## config.mk

```make
export PLATFORM = sky130hd
export DESIGN_NAME = directional_overcurrent_function
export DESIGN_NICKNAME = d
export VERILOG_FILES = /design/src/directional_overcurrent_pkg.sv /design/src/directional_overcurrent_function.sv
export SDC_FILE = /design/constraint.sdc
export NUM_CORES = 2
export LEC_CHECK = 0
export BUFFER_PORTS_ARGS = -buffer_cell sky130_fd_sc_hd__buf_2
export CORE_MARGIN = 8
export CORE_UTILIZATION = 40
export DETAILED_ROUTE_END_ITERATION = 8
export GPL_TIMING_DRIVEN = 0
export PLACE_DENSITY = 0.61
export SLEW_MARGIN = 20
export SYNTH_ARGS = -nofsm -noshare
export SYNTH_HDL_FRONTEND = slang
export SYNTH_SLANG_ARGS = --single-unit
```

## constraint.sdc

```tcl
create_clock -name clk_sys_in -period 69.7 [get_ports clk_sys_in]
set_input_delay 3.485 -clock clk_sys_in [delete_from_list [all_inputs] [get_ports clk_sys_in]]
set_output_delay 3.485 -clock clk_sys_in [all_outputs]
set_load 0.01 [all_outputs]
```

## src/directional_overcurrent_pkg.sv

```systemverilog
// Package for the directional overcurrent decision block.
// Assumes all users import it whole.
`default_nettype none
package directional_overcurrent_pkg;
  localparam int MAG_W = 16;
  localparam int ANG_W = 10;
  localparam int ANGX_W = 12;
  typedef struct packed {
    logic [MAG_W-1:0] mag;
    logic signed [ANG_W-1:0] ang;
  } phasor_t;
  typedef enum logic [1:0] {
    NON_DIRECTIONAL,
    FORWARD,
    BACKWARD
  } direction_t;
  typedef enum logic {
    SOLIDLY_EARTHED,
    ISOLATED
  } network_t;
  typedef enum logic {
    FUNDAMENTAL,
    RMS
  } input_type_t;
  typedef enum logic [1:0] {
    POL_NONE,
    POL_LOOP,
    POL_POSSEQ,
    POL_MEMORY
  } pol_src_t;
  typedef enum logic [1:0] {
    ST_IDLE,
    ST_SCAN,
    ST_DECIDE
  } scan_state_t;
  // Byte offsets on the Wishbone slave
  localparam logic [7:0] CTRL_OFS = 8'h00;
  localparam logic [7:0] ANGLE_OFS = 8'h04;
  localparam logic [7:0] RATED_OFS = 8'h08;
  localparam logic [7:0] STATUS_OFS = 8'h0c;
  // Control fields
  localparam int EN_BIT = 0;
  localparam int NET_BIT = 1;
  localparam int DIR_LSB = 2;
  localparam int NDVTS_BIT = 4;
  localparam int ITYPE_BIT = 5;
  // Angle and rated fields
  localparam int HW_LSB = 0;
  localparam int CA_LSB = 8;
  localparam int RI_LSB = 16;
  localparam logic [31:0] CTRL_RST = 32'h0000_0004;
  localparam logic [6:0] HW_RST = 7'h3c;
  localparam logic signed [7:0] CA_RST = 8'sh3c;
  localparam logic [6:0] HW_MIN = 7'h0a;
  localparam logic [6:0] HW_MAX = 7'h55;
  localparam logic signed [7:0] CA_MIN = -8'sh5a;
  localparam logic signed [7:0] CA_MAX = 8'sh5a;
  localparam logic [15:0] RATED_U_RST = 16'h4000;
  localparam logic [15:0] RATED_I_RST = 16'h4000;
  // Qualification in percent of rated
  localparam logic [31:0] U_MIN_PCT = 32'h0000_0005;
  localparam logic [31:0] I_MIN_PCT = 32'h0000_0008;
  localparam logic [31:0] PCT_FULL = 32'h0000_0064;
  localparam logic signed [ANGX_W-1:0] HALF_TURN = 12'sh0b4;
  localparam logic signed [ANGX_W-1:0] FULL_TURN = 12'sh168;
  localparam logic [2:0] LAST_PP = 3'h2;
  localparam logic [2:0] LAST_ALL = 3'h5;
endpackage
`default_nettype wire

```

## src/directional_overcurrent_function.sv

```systemverilog
// Directional decision front end of a three-phase directional overcurrent function.
// Assumes measurement phasors and status inputs come from logic on clk_sys_in,
// a one-cycle sample strobe per new set, and a classic Wishbone master.
// Behaviour
// - Select loop with smallest impedance
// - Qualify: voltage over 5%, current 8%
// - Isolated network scans phase-to-phase loops only
// - Enable status needs voltage and current
// - Angle of voltage against current reference
// - AND all enabling statuses together
// - Decide angle inside operating range
// - Half-width 10..85, characteristic -90..90
// - Direction nondirectional, forward or backward
// - Low loop voltage uses positive sequence
// - Else use memorised pre-fault voltage
// - Switch-onto-fault forces result, no delay
// - Supervision fail with flag goes nondirectional
// - Supervision fail without flag blocks function
// - Result true: in range, nondirectional, onto-fault
// - Enable setting switches function on/off
// - Outputs: three starts, general start, trip
// - Route RMS or fundamental currents
// - Overcurrent stage gated; fundamental by default
//
// The implementer's own choices: the register offsets and the Wishbone interface to the registers.
`default_nettype none
module directional_overcurrent_function (
  input wire logic clk_sys_in,
  input wire logic srst_in,
  input wire logic wb_cyc_in,
  input wire logic wb_stb_in,
  input wire logic wb_we_in,
  input wire logic [7:0] wb_adr_in,
  input wire logic [3:0] wb_sel_in,
  input wire logic [31:0] wb_dat_in,
  output logic [31:0] wb_dat_out,
  output logic wb_ack_out,
  input wire logic sample_valid_in,
  input wire directional_overcurrent_pkg::phasor_t [2:0] phase_u_in,
  input wire directional_overcurrent_pkg::phasor_t [2:0] ll_u_in,
  input wire directional_overcurrent_pkg::phasor_t [2:0] phase_i_in,
  input wire directional_overcurrent_pkg::phasor_t [2:0] ll_i_in,
  input wire directional_overcurrent_pkg::phasor_t pos_u_in,
  input wire logic [2:0][directional_overcurrent_pkg::MAG_W-1:0] rms_i_in,
  input wire logic block_in,
  input wire logic voltage_supervision_fail_in,
  input wire logic switch_onto_fault_condition_in,
  input wire logic [2:0] oc_start_in,
  input wire logic oc_trip_in,
  output logic [2:0][directional_overcurrent_pkg::MAG_W-1:0] oc_current_out,
  output logic oc_enable_out,
  output logic [2:0] phase_start_out,
  output logic general_start_out,
  output logic trip_out,
  output logic dir_result_out,
  output logic dir_enable_out,
  output logic [2:0] sel_loop_out,
  output logic signed [directional_overcurrent_pkg::ANG_W-1:0] loop_angle_out
);
  import directional_overcurrent_pkg::*;

  function automatic logic [31:0] merge(
    input logic [31:0] old_w,
    input logic [31:0] new_w,
    input logic [3:0] sel
  );
    logic [31:0] r;
    r = old_w;
    for (int b = 0; b < 4; b++) begin
      if (sel[b]) begin
        r[b*8 +: 8] = new_w[b*8 +: 8];
      end
    end
    return r;
  endfunction

  function automatic logic pct_over(
    input logic [MAG_W-1:0] mag,
    input logic [MAG_W-1:0] rated,
    input logic [31:0] pct,
    input logic allow_eq
  );
    logic [31:0] a;
    logic [31:0] b;
    a = 32'(mag) * PCT_FULL;
    b = 32'(rated) * pct;
    return allow_eq ? (a >= b) : (a > b);
  endfunction

  // Cross products avoid a divider: Ua/Ia < Ub/Ib
  function automatic logic imp_less(
    input logic [MAG_W-1:0] ua,
    input logic [MAG_W-1:0] ia,
    input logic [MAG_W-1:0] ub,
    input logic [MAG_W-1:0] ib
  );
    return (32'(ua) * 32'(ib)) < (32'(ub) * 32'(ia));
  endfunction

  function automatic logic signed [ANGX_W-1:0] ext(input logic signed [ANG_W-1:0] a);
    return {{(ANGX_W-ANG_W){a[ANG_W-1]}}, a};
  endfunction

  // Folds -540..539 into -180..179
  function automatic logic signed [ANG_W-1:0] wrap(input logic signed [ANGX_W-1:0] a);
    logic signed [ANGX_W-1:0] r;
    r = a;
    if (r >= HALF_TURN) begin
      r = r - FULL_TURN;
    end else if (r < -HALF_TURN) begin
      r = r + FULL_TURN;
    end
    return r[ANG_W-1:0];
  endfunction

  // Positive sequence angle to loop voltage angle
  function automatic logic signed [ANGX_W-1:0] pos_shift(input logic [2:0] idx);
    case (idx)
      3'h0: return 12'sd30;
      3'h1: return -12'sd90;
      3'h2: return 12'sd150;
      3'h4: return -12'sd120;
      3'h5: return 12'sd120;
      default: return 12'sd0;
    endcase
  endfunction

  logic fn_enable;
  network_t network_type_setting;
  direction_t direction_setting;
  logic non_directional_on_supervision_flag;
  input_type_t current_input_type;
  logic [6:0] operating_half_width;
  logic signed [7:0] characteristic_angle;
  logic [MAG_W-1:0] rated_u;
  logic [MAG_W-1:0] rated_i;

  scan_state_t state;
  logic [2:0] scan_idx;
  phasor_t u_snap [0:5];
  phasor_t i_snap [0:5];
  phasor_t pos_snap;
  logic signed [ANG_W-1:0] mem_ang [0:5];
  logic [5:0] mem_valid;
  logic best_valid;
  logic [2:0] best_idx;
  phasor_t best_u;
  phasor_t best_i;
  logic sel_valid;
  logic pol_ok;
  pol_src_t pol_src;
  logic blocked;

  wire bus_req = wb_cyc_in & wb_stb_in & ~wb_ack_out;
  wire bus_wr = wb_cyc_in & wb_stb_in & wb_we_in & wb_ack_out;
  wire wr_ctrl = bus_wr & (wb_adr_in == CTRL_OFS);
  wire wr_angle = bus_wr & (wb_adr_in == ANGLE_OFS);
  wire wr_rated = bus_wr & (wb_adr_in == RATED_OFS);

  wire [31:0] ctrl_word = {26'h0, current_input_type, non_directional_on_supervision_flag,
    direction_setting, network_type_setting, fn_enable};
  wire [31:0] angle_word = {16'h0, characteristic_angle, 1'b0, operating_half_width};
  wire [31:0] rated_word = {rated_i, rated_u};
  wire [31:0] status_word = {6'h0, loop_angle_out, 8'h0, pol_src, blocked,
    dir_result_out, dir_enable_out, sel_loop_out};
  wire [31:0] next_ctrl = merge(ctrl_word, wb_dat_in, wb_sel_in);
  wire [31:0] next_angle = merge(angle_word, wb_dat_in, wb_sel_in);
  wire [31:0] next_rated = merge(rated_word, wb_dat_in, wb_sel_in);
  wire [31:0] rd_data = (wb_adr_in == CTRL_OFS) ? ctrl_word :
    (wb_adr_in == ANGLE_OFS) ? angle_word :
    (wb_adr_in == RATED_OFS) ? rated_word :
    (wb_adr_in == STATUS_OFS) ? status_word : 32'h0;

  // Out-of-range half-width and characteristic angle settings are clamped to the nearest legal value
  wire [6:0] hw_wr = next_angle[HW_LSB +: 7];
  wire signed [7:0] ca_wr = next_angle[CA_LSB +: 8];
  wire [6:0] next_half_width = (hw_wr < HW_MIN) ? HW_MIN :
    (hw_wr > HW_MAX) ? HW_MAX : hw_wr;
  wire signed [7:0] next_char_angle = (ca_wr < CA_MIN) ? CA_MIN :
    (ca_wr > CA_MAX) ? CA_MAX : ca_wr;
  wire [1:0] dir_wr = next_ctrl[DIR_LSB +: 2];
  // Unused code 3 keeps the documented default
  wire direction_t next_direction = (dir_wr == 2'h0) ? NON_DIRECTIONAL :
    (dir_wr == 2'h2) ? BACKWARD : FORWARD;

  always_ff @(posedge clk_sys_in) begin
    if (srst_in) begin
      wb_ack_out <= 1'b0;
      wb_dat_out <= 32'h0;
    end else begin
      wb_ack_out <= bus_req;
      if (bus_req) begin
        wb_dat_out <= rd_data;
      end
    end
  end

  always_ff @(posedge clk_sys_in) begin
    if (srst_in) begin
      fn_enable <= CTRL_RST[EN_BIT];
      network_type_setting <= SOLIDLY_EARTHED;
      direction_setting <= FORWARD;
      non_directional_on_supervision_flag <= CTRL_RST[NDVTS_BIT];
      current_input_type <= FUNDAMENTAL;
    end else if (wr_ctrl) begin
      fn_enable <= next_ctrl[EN_BIT];
      network_type_setting <= network_t'(next_ctrl[NET_BIT]);
      direction_setting <= next_direction;
      non_directional_on_supervision_flag <= next_ctrl[NDVTS_BIT];
      current_input_type <= input_type_t'(next_ctrl[ITYPE_BIT]);
    end
  end

  always_ff @(posedge clk_sys_in) begin
    if (srst_in) begin
      operating_half_width <= HW_RST;
      characteristic_angle <= CA_RST;
      rated_u <= RATED_U_RST;
      rated_i <= RATED_I_RST;
    end else begin
      if (wr_angle) begin
        operating_half_width <= next_half_width;
        characteristic_angle <= next_char_angle;
      end
      if (wr_rated) begin
        rated_u <= next_rated[0 +: MAG_W];
        rated_i <= next_rated[RI_LSB +: MAG_W];
      end
    end
  end

  // Loop scan, one loop per cycle
  wire phasor_t cu = u_snap[scan_idx];
  wire phasor_t ci = i_snap[scan_idx];
  wire cand_i_ok = pct_over(ci.mag, rated_i, I_MIN_PCT, 1'b1);
  wire cand_u_ok = pct_over(cu.mag, rated_u, U_MIN_PCT, 1'b0);
  wire cand_better = ~best_valid | imp_less(cu.mag, ci.mag, best_u.mag, best_i.mag);
  wire take_cand = cand_i_ok & cand_better;
  wire [2:0] last_idx = (network_type_setting == ISOLATED) ? LAST_PP : LAST_ALL;

  always_ff @(posedge clk_sys_in) begin
    if (srst_in) begin
      state <= ST_IDLE;
      scan_idx <= 3'h0;
      best_valid <= 1'b0;
    end else begin
      case (state)
        ST_IDLE: begin
          if (sample_valid_in) begin
            state <= ST_SCAN;
            scan_idx <= 3'h0;
            best_valid <= 1'b0;
          end
        end
        ST_SCAN: begin
          if (take_cand) begin
            best_valid <= 1'b1;
          end
          if (scan_idx == last_idx) begin
            state <= ST_DECIDE;
          end else begin
            scan_idx <= scan_idx + 3'h1;
          end
        end
        ST_DECIDE: begin
          state <= ST_IDLE;
        end
        default: begin
          state <= ST_IDLE;
        end
      endcase
    end
  end

  always_ff @(posedge clk_sys_in) begin
    if (state == ST_IDLE && sample_valid_in) begin
      for (int k = 0; k < 3; k++) begin
        u_snap[k] <= ll_u_in[k];
        i_snap[k] <= ll_i_in[k];
        u_snap[k+3] <= phase_u_in[k];
        i_snap[k+3] <= phase_i_in[k];
      end
      pos_snap <= pos_u_in;
    end
    if (state == ST_SCAN && take_cand) begin
      best_idx <= scan_idx;
      best_u <= cu;
      best_i <= ci;
    end
  end

  // Memory follows only healthy voltages, so a collapse keeps the pre-fault angle
  always_ff @(posedge clk_sys_in) begin
    if (srst_in) begin
      mem_valid <= 6'h0;
    end else if (state == ST_SCAN && cand_u_ok) begin
      mem_valid[scan_idx] <= 1'b1;
    end
  end

  always_ff @(posedge clk_sys_in) begin
    if (state == ST_SCAN && cand_u_ok) begin
      mem_ang[scan_idx] <= cu.ang;
    end
  end

  // Polarising quantity for the selected loop
  wire loop_u_ok = pct_over(best_u.mag, rated_u, U_MIN_PCT, 1'b0);
  wire pos_u_ok = pct_over(pos_snap.mag, rated_u, U_MIN_PCT, 1'b0);
  wire mem_ok = mem_valid[best_idx];
  wire signed [ANG_W-1:0] pos_ang = wrap(ext(pos_snap.ang) + pos_shift(best_idx));
  wire signed [ANG_W-1:0] pol_ang = loop_u_ok ? best_u.ang :
    pos_u_ok ? pos_ang : mem_ang[best_idx];
  wire pol_src_t next_pol_src = loop_u_ok ? POL_LOOP :
    pos_u_ok ? POL_POSSEQ : mem_ok ? POL_MEMORY : POL_NONE;
  wire signed [ANG_W-1:0] next_loop_ang = wrap(ext(pol_ang) - ext(best_i.ang));

  always_ff @(posedge clk_sys_in) begin
    if (srst_in) begin
      sel_valid <= 1'b0;
      pol_ok <= 1'b0;
      pol_src <= POL_NONE;
      sel_loop_out <= 3'h0;
      loop_angle_out <= '0;
    end else if (state == ST_DECIDE) begin
      sel_valid <= best_valid;
      pol_ok <= best_valid & (next_pol_src != POL_NONE);
      pol_src <= best_valid ? next_pol_src : POL_NONE;
      sel_loop_out <= best_idx;
      loop_angle_out <= next_loop_ang;
    end
  end

  // Range check runs on live settings against the held angle
  wire signed [ANG_W-1:0] fwd_diff = wrap(ext(loop_angle_out) -
    {{(ANGX_W-8){characteristic_angle[7]}}, characteristic_angle});
  wire signed [ANG_W-1:0] dir_diff = (direction_setting == BACKWARD) ?
    wrap(ext(fwd_diff) - HALF_TURN) : fwd_diff;
  wire [ANG_W-1:0] abs_diff = dir_diff[ANG_W-1] ? ANG_W'(-dir_diff) : dir_diff;
  wire in_range = abs_diff <= {3'h0, operating_half_width};

  wire vts_non_directional = voltage_supervision_fail_in & non_directional_on_supervision_flag;
  wire next_blocked = ~fn_enable | block_in |
    (voltage_supervision_fail_in & ~non_directional_on_supervision_flag);
  wire non_directional_mode = (direction_setting == NON_DIRECTIONAL) | vts_non_directional;
  wire next_dir_enable = sel_valid & pol_ok & ~voltage_supervision_fail_in;
  // Onto-fault bypasses the angle path, so it lands on the next edge
  wire next_dir_result = switch_onto_fault_condition_in | non_directional_mode |
    (next_dir_enable & in_range);
  wire next_oc_enable = next_dir_result & ~next_blocked;
  wire [2:0] next_start = oc_start_in & {3{next_oc_enable}};

  always_ff @(posedge clk_sys_in) begin
    if (srst_in) begin
      blocked <= 1'b1;
      dir_enable_out <= 1'b0;
      dir_result_out <= 1'b0;
      oc_enable_out <= 1'b0;
      phase_start_out <= 3'h0;
      general_start_out <= 1'b0;
      trip_out <= 1'b0;
      oc_current_out <= '0;
    end else begin
      blocked <= next_blocked;
      dir_enable_out <= next_dir_enable;
      dir_result_out <= next_dir_result;
      oc_enable_out <= next_oc_enable;
      phase_start_out <= next_start;
      general_start_out <= |next_start;
      trip_out <= oc_trip_in & next_oc_enable;
      for (int k = 0; k < 3; k++) begin
        oc_current_out[k] <= (current_input_type == RMS) ? rms_i_in[k] :
          phase_i_in[k].mag;
      end
    end
  end

endmodule // directional_overcurrent_function
`default_nettype wire

```

==> results by group <==
Finish
  – Reg area: about 17000 um2
  – Layout net count: 7232
  – Share of layout cells above drive strength 1: 0.144
  – Fillcell total: 12400
  – Fin cells: around 7600
  – Multi-input gate area: approximately 31000 um2
  – Area Growth Syn to Fin: 14.8%
  – Commonest non-fill, non-tap cells in the layout: inv_1 (804), ha_1 (597), buf_2 (546)
  – Commonest non-fill, non-tap cell in the layout: inv_1

STA
  – Tightest Pin Transition: 1.25 ns
  – Setup-failing EPs final: 0
  – Max-slew violations: 0
  – RSZ-0062 raised after global routing: no
  – Clk_skew: about 0.057 ns
  – Final setup TNS: 0 ns
  – Final Hold Vio Count: 0
  – Hold WS: between 0.4 and 0.5 ns
  – Fmax: roughly 0.071 GHz
  – Normalized max-slew margin: 0.165
  – Worst setup margin: 55.54 ns
  – Final min period: roughly 14 ns
  – Final cycle utilization of the critical path: 0.203

Clock network
  – Post-cts repair resize count: 0
  – H-tree depth: 3
  – Post-CTS Setup Bufs: 0
  – Clock Path Buffers: 3
  – Clock root buffer: clkbuf_16
  – Clock Pin Slew Worst Setup and Hold Paths: around 0.06 ns
  – CTS buffer count: 72
  – Clock Sinks: 631
  – CTS tree: yes
  – Clock Latency Late Sink: 0.68 ns
  – CTS Hold Bufs: 0

Logic synthesis
  – Cell area after synthesis: 52200 um2
  – #FFs+latches synth: 631
  – Syn Nets: approximately 6600
  – Ys async rst share: 0
  – Mux contribution to synthesized area: 0.0549
  – Yosys Warn Count: 0
  – Post-Synth Adder-Cell Area: 0.310
  – Distinct cell type count after synthesis: 99
  – Post-Syn Instances: 5094
  – Post-synthesis compound-gate area fraction: 0.0919
  – Synth Area per Inst: 10.2 um2
  – Synth Area in Simple Gates: 0.118
  – XOR/XNOR share of the synthesized area: 0.0255
  – Main combinational cell family by area after synthesis: adder cells
  – Primary FF master, synth: edfxtp_1
  – Post-synthesis sequential area ratio: 0.329
  – Post-synth EDFFs: 453

Routing
  – DR pass1 iterations: 7
  – Final ANT Viol Nets: 0
  – Initial DRC count: about 2700
  – Avg WL per Cell: 21.8 um
  – Post-Route WL: 165000 um
  – Routed vias/inst: approximately 5.3
  – Vias: 39800
  – DRC: 0

Hold path
  – Min-delay worst type: flip-flop to flip-flop

Global routing
  – Largest net degree at the start of global routing: 16
  – Number of global-route vias before repair: 41100
  – Global route overflow: 0
  – Initial antenna violation count: 30
  – Global-route wire length before repair: 248000 um
  – Total Routing Usage GR: 0.229

Critical path
  – Crit path max-delay cell type: a21oi_1
  – CP top delay family: compound AO/OA/AOI/OAI gates
  – Req. time, crit path: 70.26 ns
  – Critical path type: flip-flop to flip-flop
  – Most common cell on crit path: o21ai_0
  – CP Launch Type: flip-flop
  – Max stage delay on crit path: 0.82 ns
  – CP Buf/Inv Count: 13
  – CP endpoint kind: flip-flop
  – Worst Path Arrival: between 10 and 15 ns
  – CP max FO: 15

Floorplan
  – Die height: 377 um
  – Die W: 377 um
  – DIE AREA: 142000 um2
  – Initial Util: 0.403
  – Core ar.: around 130000 um2
  – Io pins: between 500 and 600
  – Num rows: 132

Place
  – Worst slack, placed: 55.38 ns
  – DP HPWL: 136000 um
  – Port bufs: 540
  – Placed Cells: between 7000 and 8000
  – RePlAce Congestion: roughly 0.94

Job
  – Max-cap viol count: 0

Run status
  – Status: finished, final reports clean
path summary, 6_finish.rpt:
kind                   start    endpoint  slack, ns  depth (start not counted)
setup reg to reg   flip-flop   flip-flop      55.54                         52
hold / removal    rated_i[6]  rated_i[6]       0.45                          2
hold reg to reg   rated_i[6]  rated_i[6]       0.45                          2
setup / recovery   flip-flop   flip-flop      55.54                         52
worst register-to-register path, delay by kind of cell (launching register included):
family,cells,cell delay [ns]
flip-flops,1,0.34
AND/OR/NAND/NOR,7,0.74
adder cells (fa/ha/maj),8,3.07
AO/OA/AOI/OAI,21,5.13
XOR/XNOR,1,0.14
multiplexers,2,0.51
buffers and inverters,13,4.12
logic make-up (layout without fill, tap and decap cells):
| kind of cell | count (synthesis) | after routing |
|---|---|---|
| buf+inv | 976 | 1694 |
| simple gates | 1352 | 1352 |
| fa+ha+maj | 1034 | 1034 |
| flops | 631 | 631 |
| mux | 206 | 206 |
| compound gates | 750 | 750 |
| other cells | 0 | 14 |
| xor+xnor | 145 | 145 |
routing by layer:
layer  vias to the layer above  GRT usage  part of all wire
met5                         -          0           0.00059
met4                        16     0.0857             0.044
met3                       358     0.0463             0.067
met2                      1276      0.397              0.49
met1                     19700      0.281              0.40
li1                      18500          -                 -
stage by stage:
stage	area [um2]	util
after floorplan	52200	-
after global placement	57100	0.441
after detailed placement	57600	0.445
after CTS	59900	0.462
after global routing	59900	0.463
final	59900	0.463
flip-flops by register name, indices dropped and copies added (netlist names), 6 cells and up, named ones only:
register              cells
operating_half_width      7
best_i                   26
best_u                   26
pos_snap                 26
u_snap                  156
mem_ang                  60
characteristic_angle      8
i_snap                  156
rated_u                  16
wb_dat_out               32
loop_angle_out           10
oc_current_out           48
mem_valid                 6
rated_i                  16
synth_stat cells, drive strengths merged (11+ instances only):
master	instances	area, um2
a22oi	28	210
mux2i	134	1350
o31ai	16	149
ha	597	7470
a21oi	245	1240
and2	140	876
inv	805	3020
o21a	13	97.6
mux4	63	1420
a211o	11	96.3
fa	436	8730
nand2	534	2010
and3	15	93.8
nor2	349	1320
nor2b	62	388
xnor2	107	956
a31oi	16	106
o21ai	188	945
or3	14	87.6
clkbuf	147	552
buf	23	90.1
nor3	66	345
o21bai	14	105
a211oi	32	245
a21o	53	398
edfxtp	453	13600
nand3	69	345
nand2b	41	257
a21boi	30	225
xor2	37	354
dfxtp	178	3560
nand4	21	138
layout make-up:
| type | instances | area share |
|---|---|---|
| tap | 1742 | 0.0364 |
| buffer | 170 | 0.0110 |
| multi-input combinational | 3487 | 0.525 |
| timing repair buffer | 588 | 0.0523 |
| clock buffer | 108 | 0.0333 |
| sequential | 631 | 0.286 |
| antenna | 14 | 0.000585 |
| inverter | 806 | 0.0505 |
| clock inverter | 22 | 0.00466 |
Power is not shown: default switching activity piles up to over one toggle a cycle in this logic, so the estimate is an artifact.
